$ cat config.mk
export PLATFORM = sky130hd
export DESIGN_NAME = wfp_regs
export DESIGN_NICKNAME = d
export VERILOG_FILES = /design/src/core/wfp_pkg.sv /design/src/core/wfp_sync.sv /design/src/core/wfp_timer.sv /design/src/core/wfp_regs.sv
export VERILOG_INCLUDE_DIRS = /design/src /design/src/core
export SDC_FILE = /design/constraint.sdc
export NUM_CORES = 1
export LEC_CHECK = 0
export BUFFER_PORTS_ARGS = -buffer_cell sky130_fd_sc_hd__clkbuf_2
export CORE_ASPECT_RATIO = 0.75
export CORE_MARGIN = 3
export CORE_UTILIZATION = 50
export CTS_CLUSTER_SIZE = 16
export DETAILED_ROUTE_END_ITERATION = 12
export PLACE_DENSITY = 0.75
export SLEW_MARGIN = 20
export SYNTH_ARGS = -nofsm -noshare
export SYNTH_HDL_FRONTEND = slang
export SYNTH_SLANG_ARGS = --single-unit
export TNS_END_PERCENT = 5
$ cat constraint.sdc
create_clock -name clk -period 6.3 [get_ports clk]
set_clock_uncertainty 0.2 [all_clocks]
set_input_delay 1.26 -clock clk [delete_from_list [all_inputs] [get_ports clk]]
set_output_delay 1.26 -clock clk [all_outputs]
set_load 0.05 [all_outputs]
$ cat src/core/wfp_cfg.svh
// Register offsets, field positions, reset values and timing counts for the wire fault protect registers
`ifndef WFP_CFG_SVH
`define WFP_CFG_SVH
`define WFP_ADDR_W          6
`define WFP_OFF_WIRE_CFG1   6'h14
`define WFP_OFF_FLT_STAT2   6'h15
`define WFP_CFG_RESET       16'h0000
`define WFP_STAT_RESET      16'h0000
`define WFP_CFG_WMASK       16'hc7ff
`define WFP_CLK_HZ          100000000
// Cool-down times in milliseconds
`define WFP_COOL1_MS        800
`define WFP_COOL2_MS        2000
`define WFP_COOL3_MS        4000
// Delayed turn-off times in microseconds
`define WFP_DLY0_US         200
`define WFP_DLY1_US         400
`define WFP_DLY2_US         1000
`define WFP_DLY3_US         2000
`define WFP_TICK_US         1
`define WFP_TICK_CYC        ((`WFP_CLK_HZ / 1000000) * `WFP_TICK_US)
`define WFP_TICK_W          7
`define WFP_CNT_W           23
`define WFP_B_LATCH         11
`define WFP_B_ANY           10
`define WFP_B_SWST          9
`define WFP_B_HEAT          7
`define WFP_B_WAKE          6
`define WFP_B_OTSD          5
`define WFP_B_OC            4
`define WFP_B_SHORT         3
`define WFP_B_OLOFF         2
`define WFP_B_OLON          1
`define WFP_B_WARN          0
`endif

$ cat src/core/wfp_pkg.sv
// Types shared by the wire fault protect register block
package wfp_pkg;
  typedef struct packed {
    logic [1:0] cooldown_select;
    logic [2:0] rsvd;
    logic [1:0] delayed_off_timer_select;
    logic [1:0] delayed_off_current_select;
    logic [3:0] heat_trip_select;
    logic [2:0] nominal_current_select;
  } wfp_cfg_t;

  typedef struct packed {
    logic overheat_shutdown;
    logic overcurrent_off;
    logic supply_short;
    logic off_open_load;
    logic on_open_load;
    logic overheat_warning;
    logic reverse_current;
    logic heat_overcurrent;
    logic wake_event;
    logic temp_below_reset;
  } wfp_cond_t;

  typedef enum logic [1:0] {
    WFP_IDLE,
    WFP_COOL,
    WFP_LATCHED
  } wfp_retry_t;
endpackage

$ cat src/core/wfp_sync.sv
// Three-flop synchroniser with agreement of the last two stages
`timescale 1ns/1ps
module wfp_sync #(
  parameter int W = 1
) (
  // Clock and reset
  input  wire logic         clk,
  input  wire logic         sys_rst,
  // Data
  input  wire logic [W-1:0] din,
  output logic      [W-1:0] dout
);
  logic [W-1:0] s1;
  logic [W-1:0] s2;
  logic [W-1:0] s3;

  always_ff @(posedge clk) begin
    if (sys_rst) begin
      s1 <= '0;
      s2 <= '0;
      s3 <= '0;
    end else begin
      s1 <= din;
      s2 <= s1;
      s3 <= s2;
    end
  end

  // A change counts only once stages two and three agree
  genvar i;
  generate
    for (i = 0; i < W; i++) begin : g_bit
      always_ff @(posedge clk) begin
        if (sys_rst) begin
          dout[i] <= 1'b0;
        end else if (s2[i] == s3[i]) begin
          dout[i] <= s3[i];
        end
      end
    end
  endgenerate
endmodule

$ cat src/core/wfp_timer.sv
// Down counter with a load and a done pulse, clocked by a tick enable
`timescale 1ns/1ps
module wfp_timer #(
  parameter int W = 23
) (
  // Clock and reset
  input  wire logic         clk,
  input  wire logic         sys_rst,
  // Control
  input  wire logic         tick,
  input  wire logic         load,
  input  wire logic [W-1:0] load_val,
  input  wire logic         stop,
  // Status
  output logic              running,
  output logic              done
);
  logic [W-1:0] cnt;

  always_ff @(posedge clk) begin
    if (sys_rst) begin
      cnt     <= '0;
      running <= 1'b0;
      done    <= 1'b0;
    end else begin
      done <= 1'b0;
      if (stop) begin
        running <= 1'b0;
      end else if (load) begin
        cnt     <= load_val;
        running <= 1'b1;
      end else if (running && tick) begin
        if (cnt <= W'(1)) begin
          running <= 1'b0;
          done    <= 1'b1;
        end else begin
          cnt <= cnt - W'(1);
        end
      end
    end
  end
endmodule

$ cat src/core/wfp_regs.sv
// Wire protection configuration and channel fault status registers
//
// Functional notes
// Cool-down code 0 latches off; codes 1-3 retry after 0.8, 2.0, 4.0 s.
// Delayed-off timer code picks 0.2, 0.4, 1.0 or 2.0 ms overcurrent allowance.
// Delayed-off current code picks threshold 19.55, 17.6, 16.05, 13.3 at 700 ohm.
// Four-bit trip code sets heat integral trip, 8.8 to 350 A2s.
// Three-bit code sets nominal current, 4.0 to 15.0 A.
// Latched-off flag high while latched off, clears when switched back on.
// Any-fault flag set while any real-time fault is present.
// Switch-state flag shows present on or off state.
// Heat fault sets only when enabled; clears on read once condition gone.
// Wake-cause flag set when this channel ended low-power mode.
// Overheat shutdown latches; clears on read when temperature below reset level.
// Overcurrent flag latches on turn-off; clears on read after condition ends.
// Supply-short flag latches if detection enabled; clears on read once gone.
// Off-state open-load flag valid only while its detection is enabled.
// On-state open-load flag valid only while its detection is enabled.
// Overheat warning follows the live temperature condition.
// Latch option keeps a faulted channel off until switch command rewritten.
// Capacitive charging delays heat integral accumulation until charging ends.
// Status read returns pre-read values; clearing takes effect after the read.
// Host reads fault status after a fault indication to learn and clear.
`timescale 1ns/1ps
`include "wfp_cfg.svh"
module wfp_regs (
  // Clock and reset
  input  wire logic                       clk,
  input  wire logic                       sys_rst,
  // Register port from the serial frame decoder
  input  wire logic                       reg_wr,
  input  wire logic                       reg_rd,
  input  wire logic [`WFP_ADDR_W-1:0]     reg_addr,
  input  wire logic [15:0]                reg_wdata,
  output logic      [15:0]                reg_rdata,
  output logic                            reg_rvalid,
  // Channel one wire protection settings to the protection core
  output wfp_pkg::wfp_cfg_t               wire_cfg,
  input  wire logic                       ch1_heat_trip,
  input  wire logic                       ch1_over_delay_thr,
  input  wire logic                       fault_latch_select,
  input  wire logic                       switch_command_wr,
  output logic                            ch1_shutdown,
  output logic                            ch1_retry,
  // Channel two live conditions from the analog front end
  input  wire wfp_pkg::wfp_cond_t         ch2_cond,
  input  wire logic                       ch2_on,
  input  wire logic                       ch2_latched,
  input  wire logic                       heat_protect_enable,
  input  wire logic                       cap_charge_active,
  input  wire logic                       supply_short_detect_enable,
  input  wire logic                       off_open_load_enable,
  input  wire logic                       on_open_load_enable,
  input  wire logic                       low_power_state,
  // Heat integral accumulate permit
  output logic                            heat_accumulate
);
  import wfp_pkg::*;

  // ==================================================================
  // Input synchronisation
  // ==================================================================
  // Analog conditions come from another domain and pass three flops and an agreement output flop
  localparam int CW = $bits(wfp_cond_t) + 2;
  logic [CW-1:0] raw_in;
  logic [CW-1:0] syn_in;
  wfp_cond_t     cond;
  logic          on_s;
  logic          latched_s;

  assign raw_in = {ch2_cond, ch2_on, ch2_latched};

  wfp_sync #(.W(CW)) u_sync (
    .clk     (clk),
    .sys_rst (sys_rst),
    .din     (raw_in),
    .dout    (syn_in)
  );

  assign cond      = wfp_cond_t'(syn_in[CW-1:2]);
  assign on_s      = syn_in[1];
  assign latched_s = syn_in[0];

  // ==================================================================
  // Address decode
  // ==================================================================
  function automatic logic hit(input logic [`WFP_ADDR_W-1:0] a, input logic [`WFP_ADDR_W-1:0] off);
    hit = (a == off);
  endfunction

  logic rd_stat;
  assign rd_stat = reg_rd && hit(reg_addr, `WFP_OFF_FLT_STAT2);

  // ==================================================================
  // Configuration register
  // ==================================================================
  // Reserved bits 13-11 are not writable and read as zero
  always_ff @(posedge clk) begin
    if (sys_rst) begin
      wire_cfg <= wfp_cfg_t'(`WFP_CFG_RESET);
    end else if (reg_wr && hit(reg_addr, `WFP_OFF_WIRE_CFG1)) begin
      wire_cfg <= wfp_cfg_t'(reg_wdata & `WFP_CFG_WMASK);
    end
  end

  // ==================================================================
  // Channel one timing
  // ==================================================================
  logic [`WFP_TICK_W-1:0] pre;
  logic                   us_tick;
  always_ff @(posedge clk) begin
    if (sys_rst) begin
      pre <= '0;
    end else if (pre == `WFP_TICK_W'(`WFP_TICK_CYC - 1)) begin
      pre <= '0;
    end else begin
      pre <= pre + `WFP_TICK_W'(1);
    end
  end
  assign us_tick = (pre == `WFP_TICK_W'(`WFP_TICK_CYC - 1));

  function automatic logic [`WFP_CNT_W-1:0] dly_us(input logic [1:0] code);
    case (code)
      2'h0:    dly_us = `WFP_CNT_W'(`WFP_DLY0_US);
      2'h1:    dly_us = `WFP_CNT_W'(`WFP_DLY1_US);
      2'h2:    dly_us = `WFP_CNT_W'(`WFP_DLY2_US);
      default: dly_us = `WFP_CNT_W'(`WFP_DLY3_US);
    endcase
  endfunction

  function automatic logic [`WFP_CNT_W-1:0] cool_us(input logic [1:0] code);
    case (code)
      2'h1:    cool_us = `WFP_CNT_W'(`WFP_COOL1_MS * 1000);
      2'h2:    cool_us = `WFP_CNT_W'(`WFP_COOL2_MS * 1000);
      default: cool_us = `WFP_CNT_W'(`WFP_COOL3_MS * 1000);
    endcase
  endfunction

  // Delayed turn-off: current above threshold for the selected time
  logic over_q;
  logic dly_done;
  logic dly_run;
  logic over_start;
  always_ff @(posedge clk) begin
    if (sys_rst) begin
      over_q <= 1'b0;
    end else begin
      over_q <= ch1_over_delay_thr;
    end
  end
  assign over_start = ch1_over_delay_thr && !over_q;

  wfp_timer #(.W(`WFP_CNT_W)) u_dly (
    .clk      (clk),
    .sys_rst  (sys_rst),
    .tick     (us_tick),
    .load     (over_start),
    .load_val (dly_us(wire_cfg.delayed_off_timer_select)),
    .stop     (!ch1_over_delay_thr),
    .running  (dly_run),
    .done     (dly_done)
  );

  // Retry sequencer after heat-integral or delayed-off shutdown
  wfp_retry_t state;
  logic       trip;
  logic       cool_done;
  logic       cool_load;
  assign trip      = (state == WFP_IDLE) && (ch1_heat_trip || dly_done);
  assign cool_load = trip && !fault_latch_select && (wire_cfg.cooldown_select != 2'h0);

  wfp_timer #(.W(`WFP_CNT_W)) u_cool (
    .clk      (clk),
    .sys_rst  (sys_rst),
    .tick     (us_tick),
    .load     (cool_load),
    .load_val (cool_us(wire_cfg.cooldown_select)),
    .stop     (1'b0),
    .running  (),
    .done     (cool_done)
  );

  always_ff @(posedge clk) begin
    if (sys_rst) begin
      state <= WFP_IDLE;
    end else begin
      case (state)
        WFP_IDLE: begin
          if (trip) begin
            state <= cool_load ? WFP_COOL : WFP_LATCHED;
          end
        end
        WFP_COOL: begin
          if (cool_done) begin
            state <= WFP_IDLE;
          end
        end
        WFP_LATCHED: begin
          if (switch_command_wr) begin
            state <= WFP_IDLE;
          end
        end
        default: state <= WFP_IDLE;
      endcase
    end
  end

  assign ch1_shutdown = (state != WFP_IDLE);

  always_ff @(posedge clk) begin
    if (sys_rst) begin
      ch1_retry <= 1'b0;
    end else begin
      ch1_retry <= (state == WFP_COOL) && cool_done;
    end
  end

  // Accumulation waits for the charging period to end
  assign heat_accumulate = heat_protect_enable && !cap_charge_active;

  // ==================================================================
  // Channel two fault status
  // ==================================================================
  logic heat_f;
  logic wake_f;
  logic otsd_f;
  logic oc_f;
  logic short_f;
  logic lpm_q;

  // Set wins over a clear from the same read
  // A live condition with its enable off neither sets the bit nor lets it clear
  always_ff @(posedge clk) begin
    if (sys_rst) begin
      heat_f <= 1'b0;
    end else if (heat_protect_enable && cond.heat_overcurrent) begin
      heat_f <= 1'b1;
    end else if (rd_stat && !cond.heat_overcurrent) begin
      heat_f <= 1'b0;
    end
  end

  always_ff @(posedge clk) begin
    if (sys_rst) begin
      otsd_f <= 1'b0;
    end else if (cond.overheat_shutdown) begin
      otsd_f <= 1'b1;
    end else if (rd_stat && cond.temp_below_reset) begin
      otsd_f <= 1'b0;
    end
  end

  always_ff @(posedge clk) begin
    if (sys_rst) begin
      oc_f <= 1'b0;
    end else if (cond.overcurrent_off) begin
      oc_f <= 1'b1;
    end else if (rd_stat) begin
      oc_f <= 1'b0;
    end
  end

  always_ff @(posedge clk) begin
    if (sys_rst) begin
      short_f <= 1'b0;
    end else if (supply_short_detect_enable && cond.supply_short) begin
      short_f <= 1'b1;
    end else if (rd_stat && !cond.supply_short) begin
      short_f <= 1'b0;
    end
  end

  // Wake cause: a wake event seen while in low power; cleared when low power is re-entered
  always_ff @(posedge clk) begin
    if (sys_rst) begin
      lpm_q  <= 1'b0;
      wake_f <= 1'b0;
    end else begin
      lpm_q <= low_power_state;
      if (lpm_q && cond.wake_event) begin
        wake_f <= 1'b1;
      end else if (low_power_state && !lpm_q) begin
        wake_f <= 1'b0;
      end
    end
  end

  logic [15:0] stat;
  always_comb begin
    stat                 = `WFP_STAT_RESET;
    stat[`WFP_B_LATCH]   = latched_s && !on_s;
    stat[`WFP_B_ANY]     = cond.reverse_current || cond.overheat_shutdown || cond.supply_short
                         || (off_open_load_enable && cond.off_open_load)
                         || (on_open_load_enable && cond.on_open_load);
    stat[`WFP_B_SWST]    = on_s;
    stat[`WFP_B_HEAT]    = heat_f;
    stat[`WFP_B_WAKE]    = wake_f;
    stat[`WFP_B_OTSD]    = otsd_f;
    stat[`WFP_B_OC]      = oc_f;
    stat[`WFP_B_SHORT]   = short_f;
    stat[`WFP_B_OLOFF]   = off_open_load_enable && cond.off_open_load;
    stat[`WFP_B_OLON]    = on_open_load_enable && cond.on_open_load;
    stat[`WFP_B_WARN]    = cond.overheat_warning;
  end

  // ==================================================================
  // Read port
  // ==================================================================
  // Read data captures the pre-clear values in the read cycle
  always_ff @(posedge clk) begin
    if (sys_rst) begin
      reg_rdata  <= 16'h0000;
      reg_rvalid <= 1'b0;
    end else begin
      reg_rvalid <= reg_rd;
      if (reg_rd) begin
        if (hit(reg_addr, `WFP_OFF_WIRE_CFG1)) begin
          reg_rdata <= 16'(wire_cfg);
        end else if (rd_stat) begin
          reg_rdata <= stat;
        end else begin
          reg_rdata <= 16'h0000;
        end
      end
    end
  end

  // dly_run kept for observability of the delayed-off window
  logic unused_run;
  assign unused_run = dly_run;
endmodule

==> results.md <==
- Total Neg Setup Slack: 0 ns
- Crit Path Category: in2out
- Max-cap violation count: 0
- Max frequency: 0.309 GHz
- Largest family of logic cells by synthesized area: simple AND/OR/NAND/NOR gates
- Min cycle time layout: 3.24 ns
- Critical-path maximum fanout: 2
- Least-Margin Pin Slew: 1.11 ns
- CP peak stage delay: 0.28 ns
- Top Ports: 84
- Area share of and/or/nand/nor cells after synthesis: 0.241
- Peak supply drop: 179 uV
- Hold Path Cell Cnt: 1
- P_leak: 2.63 nW
- Drt drc: 0
- Worst setup margin: 3.06 ns
- DRT antenna net count: 0
- First-pass GRT wire length: 22.7 mm
- Resized cells post-CTS: 0
- Post-detail-place hpwl: 9.28 mm
- Die width: 131 um
- Synth warn: 0
- Outcome: complete, no violations
- Antenna fix cells: 0
- Commonest non-fill, non-tap cell in the layout: dfxtp_1
- Setup crit start kind: input port
- Final period utilization: 0.514
- DRT iter0 DRCs: 295
- Hold Path Class: reg2reg
- Post-synth EDFFs: 0
- Ys flop type: dfxtp_1
- Total track usage: 0.217
- Synth Area in Compound Gates: 0.183
- CP required: 4.84 ns
- CP max stage cell: clkbuf_2
- FFs w/ async S/R, synth: 0
- Adder-Cell Fraction of Synth Area: 0.0214
- Max_slew headroom: 0.251
- Mapped cell area: 5840 um^2
- Worst skew pair latency: 0.42 ns
- Hold_ws: 0.236 ns
- DR WL/cell: 15.6 um
- # rows: 33
- Critical path arrival: 1.78 ns
- Total gr overflow: 0
- Hold-fix buffers, CTS: 0
- Post-DR vias/cell: 5.77
- Mux cell area share after synthesis: 0.00171
- DIE HEIGHT: 99.6 um
- Final hold viol count: 0
- Final slew viol count: 0
- Number of CTS-inserted buffers: 17
- Post-Syn Instances: 647
- Non-filler cells, final: 864
- Dpl cells: 832
- H-tree depth: 4
- Filler cell count: 925
- Initial antenna violation count: 0
- Mapped Avg Cell Area: 9.02 um^2
- Cells along the critical path: clkbuf_2 > nor2b_1 > clkbuf_2
- Synth cell types: 60
- DP Area: 6260 um^2
- Initial Utilization: 0.524
- Crit. End Element: output pin
- Clock Sink Count: 143
- Pin count of the biggest net entering global routing: 87
- Pre-Repair DR Iteration Count: 5
- Routability cong.: 0.903
- Post-synthesis sequential element count: 143
- Pwr/cell area: 299 nW/um^2
- WL final: 13.5 mm
- Share of cells above drive strength 1: 0.169
- Area delta synth->final: 17.6%
- Design area: 6860 um^2
- Register area share after synthesis: 0.490
- Layout Nets: 769
- Final setup vio count: 0
- Clock transition at path regs: 0.06 ns
- Commonest non-fill, non-tap cells in the layout: dfxtp_1 (143), clkbuf_2 (74), a21oi_1 (57), nand2_1 (53), nor2_1 (43)
- Pre-CTS WS: 2.67 ns
- Clock Path Buffers: 2
- Number of port buffers: 75
- Vias in the first global route: 4862
- Die ar.: 13000 um^2
- Root buf cell: clkbuf_16
- CP dominant cell by count: clkbuf_2
- RSZ-0062 raised after global routing: false
- Core box area: 11100 um^2
- Post-synthesis xor/xnor area fraction: 0.0255
- CTS tree: yes
- DR vias: 4986
- Number of cells on the worst reg-to-reg path: 5
- Setup bufs post-CTS: 0
[cell usage after synthesis (all sizes together) (14+ instances only)]
library cell	instances	share of area
a21oi	57	0.049
clkbuf	26	0.017
dfxtp	143	0.49
inv	14	0.0090
nand2	53	0.034
nor2	43	0.028
nor2b	41	0.044
nor3	17	0.015
o21ai	34	0.030
or3	21	0.023
or4	21	0.029
[flip-flops by register name (all words and copies together), names as in the netlist, 2 cells and up]
| register | cells |
|---|---|
| u_dly.cnt | 23 |
| u_sync.dout | 12 |
| pre | 7 |
| u_sync.s1 | 12 |
| u_cool.cnt | 23 |
| wire_cfg | 13 |
| reg_rdata | 14 |
| u_sync.s3 | 12 |
| u_sync.s2 | 12 |
| state | 2 |
[power breakdown]
part	switching, mW	internal [mW]
sequential	0.0127	0.924
clock	0.436	0.565
combinational	0.0757	0.0370
total	0.525	1.53
[worst max-delay path: cells and delay by family]
family | cells | cell delay [ns]
buffers and inverters | 2 | 0.38
AND/OR/NAND/NOR | 1 | 0.13
[per-layer routing]
metal	vias to the layer above	global-route usage	part of all wire
li1	2474	-	-
met1	2339	0.292	0.47
met4	0	0.0917	0.024
met2	144	0.332	0.46
met5	-	0	0
met3	29	0.0542	0.054
[path summary, 6_finish.rpt]
path	endpoint	slack [ns]	from
setup / recovery	heat_accumulate	3.06	heat_protect_enable
hold / removal	u_sync.s2[7]	0.24	u_sync.s1[7]
setup reg to reg	u_cool.cnt[18]	3.25	u_cool.cnt[9]
hold reg to reg	u_sync.s2[7]	0.24	u_sync.s1[7]
[cells by family (layout without fill, tap and decap cells)]
logic type / count (synthesis) / in the layout
DFF: 143 / 143
AOI/OAI and AO/OA: 169 / 169
adders and majority gates: 10 / 10
other: 1 / 5
buffers and inverters: 50 / 123
xor gates and xnor gates: 17 / 17
muxes: 1 / 1
and+or+nand+nor: 256 / 256
[stage by stage]
step / utilization / power [mW]
6_report: 0.615 / 2.05
2_1_floorplan: - / 1.04
3_5_place_dp: 0.562 / 1.07
5_1_grt: 0.615 / 2.13
4_1_cts: 0.615 / 2.07
3_3_place_gp: 0.562 / 1.06
[area by class of cell]
cell class | count | area [um^2] | area share
Sequential cell | 143 | 2860 | 0.417
Multi-Input combinational cell | 458 | 2790 | 0.406
Clock buffer | 17 | 425 | 0.0620
Timing Repair Buffer | 77 | 393 | 0.0573
Tap cell | 140 | 175 | 0.0255
Clock inverter | 15 | 165 | 0.0241
Inverter | 14 | 52.6 | 0.00766
No activity file was read; power rests on OpenSTA's default activity.
